## config.mk

```make
export PLATFORM = sky130hd
export DESIGN_NAME = amv_regs
export DESIGN_NICKNAME = d
export VERILOG_FILES = /design/src/common/amv_pkg.sv /design/src/design/amv_regs.sv
export SDC_FILE = /design/constraint.sdc
export NUM_CORES = 1
export LEC_CHECK = 0
export ABC_CLOCK_PERIOD_IN_PS = 3700
export BUFFER_PORTS_ARGS = -buffer_cell sky130_fd_sc_hd__buf_2
export CORE_UTILIZATION = 34
export DETAILED_ROUTE_END_ITERATION = 10
export PLACE_DENSITY = 0.56
export SYNTH_ARGS = -nofsm -noshare
export SYNTH_HDL_FRONTEND = slang
export SYNTH_SLANG_ARGS = --single-unit
```

## constraint.sdc

```tcl
create_clock -name I_REF_CLK -period 3.7 [get_ports I_REF_CLK]
set_input_delay 0.37 -clock I_REF_CLK [delete_from_list [all_inputs] [get_ports I_REF_CLK]]
set_output_delay 0.37 -clock I_REF_CLK [all_outputs]
set_load 0.02 [all_outputs]
```

## src/common/amv_pkg.sv

```systemverilog
// Package for the mixer and volume control register bank
package amv_pkg;
    localparam int AMV_AW   = 7;
    localparam int AMV_DW   = 16;
    localparam int AMV_NREG = 11;

    // Register offsets, 16-bit registers at even addresses
    localparam logic [6:0] AMV_OFS_ID   = 7'h00;
    localparam logic [6:0] AMV_OFS_SPK  = 7'h02;
    localparam logic [6:0] AMV_OFS_HP   = 7'h04;
    localparam logic [6:0] AMV_OFS_AUX  = 7'h06;
    localparam logic [6:0] AMV_OFS_MONO = 7'h08;
    localparam logic [6:0] AMV_OFS_LINE = 7'h0A;
    localparam logic [6:0] AMV_OFS_PB   = 7'h0C;
    localparam logic [6:0] AMV_OFS_MICG = 7'h0E;
    localparam logic [6:0] AMV_OFS_MICR = 7'h10;
    localparam logic [6:0] AMV_OFS_RECG = 7'h12;
    localparam logic [6:0] AMV_OFS_RECS = 7'h14;
    localparam logic [6:0] AMV_OFS_BEEP = 7'h16;

    // Capability flags: headphone, no sim stereo, tone, no modem, no mic ADC
    localparam logic [4:0] AMV_ID_FLAGS = 5'h14;

    // Reset values
    localparam logic [15:0] AMV_RST_OUT  = 16'h8080;
    localparam logic [15:0] AMV_RST_MONO = 16'hC880;
    localparam logic [15:0] AMV_RST_PATH = 16'hE808;
    localparam logic [15:0] AMV_RST_MICG = 16'h0808;
    localparam logic [15:0] AMV_RST_MICR = 16'h00DA;
    localparam logic [15:0] AMV_RST_RECG = 16'h8000;
    localparam logic [15:0] AMV_RST_RECS = 16'hD600;
    localparam logic [15:0] AMV_RST_BEEP = 16'hAA00;

    // Implemented-bit masks; all other bits read zero
    localparam logic [15:0] AMV_MSK_FULL = 16'hFFFF;
    localparam logic [15:0] AMV_MSK_MONO = 16'hDFFF;
    localparam logic [15:0] AMV_MSK_PATH = 16'hFF1F;
    localparam logic [15:0] AMV_MSK_MICG = 16'h1F1F;
    localparam logic [15:0] AMV_MSK_MICR = 16'h00FF;
    localparam logic [15:0] AMV_MSK_RECS = 16'hFF7F;
    localparam logic [15:0] AMV_MSK_BEEP = 16'hFF00;

    // Output volume code clamp: any code with top bit set is the floor
    localparam logic [5:0] AMV_LVL_FLOOR = 6'h1F;

    // Index 0 is 02h, index 10 is 16h
    localparam logic [AMV_NREG-1:0][15:0] AMV_RST_ALL = {
        AMV_RST_BEEP, AMV_RST_RECS, AMV_RST_RECG, AMV_RST_MICR, AMV_RST_MICG,
        AMV_RST_PATH, AMV_RST_PATH, AMV_RST_MONO, AMV_RST_OUT, AMV_RST_OUT,
        AMV_RST_OUT};
    localparam logic [AMV_NREG-1:0][15:0] AMV_MSK_ALL = {
        AMV_MSK_BEEP, AMV_MSK_RECS, AMV_MSK_FULL, AMV_MSK_MICR, AMV_MSK_MICG,
        AMV_MSK_PATH, AMV_MSK_PATH, AMV_MSK_MONO, AMV_MSK_FULL, AMV_MSK_FULL,
        AMV_MSK_FULL};

    typedef struct packed {
        logic       silence;
        logic       zero_cross;
        logic [5:0] level;
    } amv_out_t;

    typedef struct packed {
        amv_out_t left_out;
        amv_out_t right_out;
    } amv_pair_t;

    typedef struct packed {
        logic       monoinput_to_headphone_silence;
        logic       monoinput_to_speaker_silence;
        logic       rsv;
        logic [4:0] single_input_gain;
        amv_out_t   single_out;
    } amv_mono_t;

    typedef struct packed {
        logic       to_headphone_silence;
        logic       to_speaker_silence;
        logic       to_single_silence;
        logic [4:0] left_gain;
        logic [2:0] rsv;
        logic [4:0] right_gain;
    } amv_path_t;

    typedef struct packed {
        logic [2:0] rsv_hi;
        logic [4:0] first_mic_gain;
        logic [2:0] rsv_lo;
        logic [4:0] second_mic_gain;
    } amv_micg_t;

    typedef struct packed {
        logic [7:0] rsv;
        logic       first_mic_to_single_silence;
        logic       second_mic_to_single_silence;
        logic       mic_single_boost;
        logic [1:0] mic_headphone_path_select;
        logic [2:0] mic_headphone_path_level;
    } amv_micr_t;

    typedef struct packed {
        logic       record_input_silence;
        logic       left_record_range;
        logic [5:0] left_record_level;
        logic       zero_crossing_enable;
        logic       right_record_range;
        logic [5:0] right_record_level;
    } amv_recg_t;

    typedef struct packed {
        logic [1:0] record_to_headphone_select;
        logic [2:0] record_to_headphone_level;
        logic [1:0] record_to_single_select;
        logic       record_path_boost;
        logic       rsv;
        logic       record_boost;
        logic [2:0] left_record_source;
        logic [2:0] right_record_source;
    } amv_recs_t;

    typedef struct packed {
        logic       beep_to_headphone_silence;
        logic [2:0] beep_to_headphone_level;
        logic       beep_to_speaker_silence;
        logic [2:0] beep_to_speaker_level;
        logic [7:0] rsv;
    } amv_beep_t;

    // Field view of the bank, highest register first to match word order
    typedef struct packed {
        amv_beep_t beep;
        amv_recs_t rec_sel;
        amv_recg_t rec_gain;
        amv_micr_t mic_route;
        amv_micg_t mic_gain;
        amv_path_t playback;
        amv_path_t line;
        amv_mono_t mono;
        amv_pair_t aux;
        amv_pair_t headphone;
        amv_pair_t speaker;
    } amv_ctrl_t;

    typedef struct packed {
        logic [AMV_NREG-1:0][15:0] word;
        logic [15:0]               rdata;
        logic                      rvalid;
    } amv_state_t;
endpackage : amv_pkg

```

## src/design/amv_regs.sv

```systemverilog
// Mixer, volume and record gain control register bank
`timescale 1ns/1ns

module amv_regs
    import amv_pkg::*;
#(
    parameter logic [10:0] P_ID_UPPER = 11'h000  // Arbitrary upper ID value
)
(
    input  wire logic              I_REF_CLK,
    input  wire logic              I_SRST,
    input  wire logic              I_WR_EN,
    input  wire logic              I_RD_EN,
    input  wire logic [AMV_AW-1:0] I_ADDR,
    input  wire logic [AMV_DW-1:0] I_WDATA,
    output logic      [AMV_DW-1:0] O_RDATA,
    output logic                   O_RD_VALID,
    output amv_ctrl_t              O_CTRL
);

    amv_state_t  st_r;
    amv_state_t  st_nxt;
    logic        hit;
    logic [3:0]  idx;
    logic [15:0] rd_word;
    amv_ctrl_t   raw;

    // Clamp an output attenuation code; codes 1xxxxx act as the floor
    function automatic logic [5:0] sat_level(input logic [5:0] code);
        sat_level = code[5] ? AMV_LVL_FLOOR : code;
    endfunction : sat_level

    // Standard record range ignores the top two level bits
    function automatic logic [5:0] rec_level(input logic ext, input logic [5:0] code);
        rec_level = ext ? code : {2'h0, code[3:0]};
    endfunction : rec_level

    // Address decode: even offsets 02h..16h map to word 0..10
    always_comb
    begin
        hit = (I_ADDR[0] == 1'b0) && (I_ADDR[6:5] == 2'h0)
              && (I_ADDR[4:1] != 4'h0) && (I_ADDR[4:1] <= 4'hB);
        idx = I_ADDR[4:1] - 4'h1;
    end

    // Read mux; odd or unmapped addresses answer zero
    always_comb
    begin
        if (I_ADDR == AMV_OFS_ID)
        begin
            rd_word = {P_ID_UPPER, AMV_ID_FLAGS};
        end
        else if (hit)
        begin
            rd_word = st_r.word[idx];
        end
        else
        begin
            rd_word = 16'h0000;
        end
    end

    // Next state: read capture and masked writes
    always_comb
    begin
        st_nxt        = st_r;
        st_nxt.rvalid = 1'b0;
        if (I_RD_EN)
        begin
            // A read in a write cycle sees the value before the write
            st_nxt.rvalid = 1'b1;
            st_nxt.rdata  = rd_word;
        end
        if (I_WR_EN)
        begin
            if (I_ADDR == AMV_OFS_ID)
            begin
                st_nxt.word = AMV_RST_ALL;
            end
            else if (hit)
            begin
                // Mask keeps unassigned bits at zero
                st_nxt.word[idx] = I_WDATA & AMV_MSK_ALL[idx];
            end
        end
    end

    // State register; defaults give muted outputs and 0dB gains
    always_ff @(posedge I_REF_CLK)
    begin
        if (I_SRST)
        begin
            st_r <= '{word: AMV_RST_ALL, rdata: 16'h0000, rvalid: 1'b0};
        end
        else
        begin
            st_r <= st_nxt;
        end
    end

    assign O_RDATA    = st_r.rdata;
    assign O_RD_VALID = st_r.rvalid;

    // Field view of the stored words
    assign raw = amv_ctrl_t'(st_r.word);

    // Effective settings for the analogue side: levels clamped so the
    // mixers never see an out-of-range code; readback stays raw.
    always_comb
    begin
        O_CTRL = raw;
        O_CTRL.speaker.left_out.level    = sat_level(raw.speaker.left_out.level);
        O_CTRL.speaker.right_out.level   = sat_level(raw.speaker.right_out.level);
        O_CTRL.headphone.left_out.level  = sat_level(raw.headphone.left_out.level);
        O_CTRL.headphone.right_out.level = sat_level(raw.headphone.right_out.level);
        O_CTRL.aux.left_out.level        = sat_level(raw.aux.left_out.level);
        O_CTRL.aux.right_out.level       = sat_level(raw.aux.right_out.level);
        O_CTRL.mono.single_out.level     = sat_level(raw.mono.single_out.level);
        O_CTRL.rec_gain.left_record_level =
            rec_level(raw.rec_gain.left_record_range,
                      raw.rec_gain.left_record_level);
        O_CTRL.rec_gain.right_record_level =
            rec_level(raw.rec_gain.right_record_range,
                      raw.rec_gain.right_record_level);
    end

endmodule : amv_regs

```

# Word level (Yosys, flattened, before mapping)
# Memories as Yosys holds them, arrays and structs flattened.
# Index checks and enable logic that the tools add are counted.
[op_classes]
bitwise_logic = 2
n_reduce_logical = 9
mux = 20
add_sub_neg = 1
n_lt_le_gt_ge = 3
[ops]
columns = ["cell", "n"]
rows = [
  ["176-bit 2-to-1 mux", 2],
  ["176-bit bitwise mux", 1],
  ["16-bit 2-to-1 mux", 5],
  ["16-bit binary-select mux with 4-bit select", 1],
  ["16-bit demux with 4-bit select", 1],
  ["5-bit 2-to-1 mux", 7],
  ["16-bit AND", 1],
  ["6-bit 2-to-1 mux", 2],
  ["7-bit zero test", 1],
  ["4-bit by 5-bit < comparator with 1-bit output, second input constant", 1],
  ["4-bit by 1-bit >= comparator with 1-bit output, second input constant", 1],
  ["4-bit less-or-equal comparator, second input constant", 1],
  ["1-bit logical AND", 4],
  ["4-bit nonzero test", 1],
  ["4-bit by 1-bit subtractor with 4-bit output, second input constant", 1],
  ["2-bit zero test", 1],
  ["2-bit AND reduction", 1],
  ["2-bit nonzero test", 1],
  ["1-bit 2-to-1 mux", 1],
  ["1-bit inverter", 1],
]
[totals]
reg_bits = 193
output_inout_bits = 193
rom_bits = 256
n_memories = 1
word_cells = 49
[mem_list]
columns = ["memory", "depth", "word_bits", "rd", "rd_ports_with_merged_regs", "wr", "line", "source"]
rows = [
  ["(name not given)", 16, 16, 1, 0, 0, "amv_regs.sv:83", "st_nxt.word[idx] = I_WDATA & AMV_MSK_ALL[idx];"],
]

# Depth between registers and ports, before layout
[logic_depth]
word_depth = 8
depth_mapped = 13

# Worst setup path after synthesis
# OpenSTA, ideal clock, no wires.
[synth_timing]
path_type = "input port to flip-flop"
start = "input port I_ADDR[1]"
end = "register st_r, in the netlist O_CTRL[175]"
stages = 13
setup_time_ns = 0.147
slack_ns = 0.461
t_arrival_ns = 3.091
required_ns = 3.553
n_path_buf = 5
cell_sequence = "buf_2 > buf_2 > buf_2 > inv_1 > ha_1 > inv_1 > ha_1 > clkbuf_1 > nand4_1 > o21ai_0 > a21oi_1 > clkbuf_1 > a22oi_1"
[synth_via]
elab_chain_len = 8
word_cells_on_any_way = 19
[synth_lines]
columns = ["element", "line", "source"]
rows = [
  ["start, declared", "amv_regs.sv:14", "input wire logic [AMV_AW-1:0] I_ADDR,"],
  ["4-bit by 1-bit subtractor with 4-bit output", "amv_regs.sv:43", "idx = I_ADDR[4:1] - 4'h1;"],
  ["4-bit by 5-bit < comparator with 1-bit output (not written as such) / 4-bit by 1-bit >= comparator with 1-bit output (equally long branches)", "amv_regs.sv:83", ""],
  ["1-bit logical AND (not written as such)", "amv_regs.sv:83", ""],
  ["16-bit 2-to-1 mux (not written as such)", "amv_regs.sv:83", ""],
  ["16-bit demux with 4-bit select", "amv_regs.sv:83", ""],
  ["176-bit bitwise mux", "amv_regs.sv:83", ""],
  ["176-bit 2-to-1 mux", "amv_regs.sv:80", "else if (hit)"],
  ["176-bit 2-to-1 mux", "amv_regs.sv:76", "if (I_ADDR == AMV_OFS_ID)"],
  ["end signal, assigned", "amv_regs.sv:93", "st_r <= '{word: AMV_RST_ALL, rdata: 16'h0000, rvalid: 1'b0};"],
  ["end signal, assigned", "amv_regs.sv:97", "st_r <= st_nxt;"],
  ["end, declared", "amv_regs.sv:21", "amv_state_t st_r;"],
]
# Several ways; a longest one is shown, not always the timed one. The select of a mux whose other input is x is not followed.
# A chain may end at the register's enable or synchronous reset.

# Worst setup path after layout
[layout_timing]
start = "input port I_ADDR[2]"
end = "register st_r, in the netlist O_CTRL[105]"
# Same word-level chain as after synthesis.

==> impl_metrics.csv <==
group,metric,value,unit
floorplanning,die_w,168.3,um
detailed_routing,dr.pass1.iters,5,
clock_tree,cts.reportedPaths.clkPinSlew,0.08,ns
timing,fin_crit,2.687,ns
global_routing,grt_pass1_vias,7179,
clock_tree,root_buffer,"clkbuf_16",
power,powerDensity,424.3,nW/um^2
global_routing,antenna_found_initial,0,
clock_tree,cts_tree,"done",
synth,avgSynthCellArea,9.967,um^2
synth,synth_area,9399,um^2
timing,holdWs,0.2094,ns
global_routing,grt_pass1_wl,48740,um
detailed_routing,viasPerCell,5.588,
layout,finalNonFillerCells,1358,
global_routing,grt_use_total,23.44,%
placed_design,dpl.hpwl,24790,um
detailed_routing,drc_errors,0,
global_routing,grt_overflow,0,
synth,synth_cell_types,60,
clock_tree,cts-htree-levels,4,
setup_path,rrSetupSlack,2.27,ns
clock_tree,cts.sinks,193,
setup_path,cp-startpoint,"I_ADDR[2]",
synth,ys_ff_latch,193,
floorplanning,core,27030,um^2
placed_design,placed_area,9711,um^2
timing,clock.fmax,372.2,MHz
detailed_routing,dr.first_iter.drc_count,762,
clock_tree,post_cts_resize_count,0,
setup_path,crit_fanout,15,
layout,layout-drive-gt1-share,35.40,%
setup_path,r2r-start,"O_CTRL[116]",
floorplanning,fp.dieH,168.3,um
min_path,worstHoldPathType,"primary input to register",
timing,finalHoldViolations,0,
layout,nNetsFinal,1038,
timing,setup_tns,0,ns
clock_tree,cts_buffers,17,
global_routing,grt_max_degree,51,
placed_design,dp.cells,1327,
clock_tree,hold_buffers,0,
placed_design,gp_congestion,0.9177,
job,drv_cap,0,
layout,areaGrowthSynthToFinish,9.532,%
clock_tree,cts_setup_buffers,0,
timing,fin_crit_sh,72.61,%
synth,synth_ff_type,"dfxtp_1",
floorplanning,row_count,60,
run_status,status,"complete, no violations",
placed_design,portBuffers,212,
detailed_routing,vias,7588,
layout,stdcell_area,10290,um^2
timing,report.final.slew_viol_count,0,
timing,skew,0.009228,ns
setup_path,cp-end-kind,"register",
synth,ys_warn_count,0,
timing,setup_viol,0,
synth,synthArstFlopShare,0,%
timing,maxSlewHeadroom,13.44,%
synth,syn_inst,943,
floorplanning,num_io_pins,220,
timing,worst_slew_pin_slew,1.281,ns
timing,rsz0062_at_grt,"false",
power,p_leak,0.004463,uW
synth,synth_edf_count,0,
floorplanning,dieArea,28310,um^2
setup_path,required,4.08,ns
setup_path,critPathKind,"primary input to register",
power,irDropWorstVdd,383.4,uV
setup_path,crit_path_start_kind,"primary input",
clock_tree,cts_buffer_depth,2,
floorplanning,floorplan.initialDensity,34.78,%
layout,fin_util,38.09,%
synth,yosysSeqAreaShare,41.11,%
setup_path,worstPathArrival,3.07,ns
min_path,hold_start,"I_WDATA[6]",
clock_tree,insertion_delay,0.44,ns
detailed_routing,wire_per_inst,24.64,um
detailed_routing,finalWirelength,33470,um
layout,insertedDiodeCount,0,
detailed_routing,detail-route-antenna-nets,0,
## worst max-delay path, cell delays in order
cell	delay (ns)
buf_2	0.17
inv_1	0.12
ha_1	0.29
inv_1	0.09
ha_1	0.29
nor3_1	0.54
buf_4	0.25
and3_1	0.68
a32o_1	0.25
## per-layer routing
metal  vias to the layer above  share of wire, %  GRT usage (%)
li1                       3427                 -              -
met1                      3718                45          32.92
met2                       396                44          35.40
met3                        47               8.0          4.890
met4                         0               2.7          8.221
met5                         -                 0              0
## cell usage after synthesis (all sizes together), types with 2 or more instances
library cell	instances	area (um^2)
ha	6	75.07
and3	6	42.54
nor4b	2	38.78
nand4	5	31.28
clkbuf	20	75.07
nor4	3	40.04
a221o	14	140.1
inv	14	52.55
a22o	65	569.3
mux2i	6	60.06
and2	16	100.1
mux2	11	123.9
o21ai	109	545.5
a31oi	6	52.55
a211oi	3	22.52
mux4	29	653.1
a21boi	2	15.01
o22a	18	157.7
a32o	3	30.03
or2	36	225.2
nor2b	11	68.82
dfxtp	193	3864
nor3	4	25.02
nand3	8	52.55
a41oi	5	58.81
a21o	3	22.52
nor2	14	73.82
or3	4	25.02
a22oi	17	127.6
buf	178	1305
a2bb2oi	12	105.1
nand2	80	307.8
o2bb2ai	15	131.4
a21oi	12	60.06
o31a	2	17.52
## report_power, final
group / internal, uW / switching (uW)
logic: 124 / 303
clock network: 972 / 881
registers: 2080 / 6.00
## path summary, 6_finish.rpt
check / endpoint / cells after the start
hold reg to reg: raw[12] / 2
setup reg to reg: O_RDATA[4] / 5
hold / removal: O_CTRL[86] / 2
setup / recovery: O_CTRL[105] / 9
## layout by cell type, fill, tap and decap left out, types with 5 or more instances in the layout
cell type | netlist | routed
buf_2 | 29 | 212
dfxtp_1 | 193 | 193
nand2_1 | 79 | 79
o21ai_0 | 76 | 76
a22o_1 | 65 | 65
or2_2 | 36 | 36
o21ai_1 | 33 | 33
mux4_2 | 29 | 29
buf_4 | 138 | 23
o22a_1 | 18 | 18
a22oi_1 | 17 | 17
clkbuf_16 | 0 | 17
and2_1 | 16 | 16
o2bb2ai_1 | 15 | 15
inv_1 | 14 | 14
a221o_1 | 14 | 14
a21oi_1 | 12 | 12
a2bb2oi_1 | 12 | 12
nor2_1 | 11 | 11
nor2b_1 | 11 | 11
mux2_2 | 11 | 11
nand3_1 | 7 | 7
conb_1 | 1 | 7
mux2i_1 | 6 | 6
and3_1 | 5 | 5
nand4_1 | 5 | 5
ha_1 | 6 | 5
## stage by stage
step / total power (uW) / worst slack, ns
after CTS: 4381 / 1.035
after floorplan: 2403 / 0.4612
after global placement: 2559 / 0.6142
after global routing: 4488 / 0.8157
final: 4368 / 1.013
after detailed placement: 2558 / 0.5836
## state kept, by name, summed over array words and instances (netlist names)
register and flops:
O_CTRL 122, O_RD_VALID 1, O_RDATA 16, raw 54
## logic make-up after synthesis
logic type | Yosys count | share of synthesized area, %
AND/OR/NAND/NOR | 193 | 11.36
buffers and inverters | 212 | 15.24
flip-flops | 193 | 41.11
AO/OA/AOI/OAI | 292 | 22.55
adder cells (fa/ha/maj) | 6 | 0.7987
multiplexers | 46 | 8.906
other | 1 | 0.03990
## layout make-up
cell class                 count  area [um^2]
clock buffer                  18        439.2
clock inverter                13        145.1
fill                        2732        16730
inverter                      14        52.55
multi-input combinational    544         4134
sequential                   193         3864
tap                          341        426.7
timing repair buffer         235         1234
(Power assumes the default switching activity.)
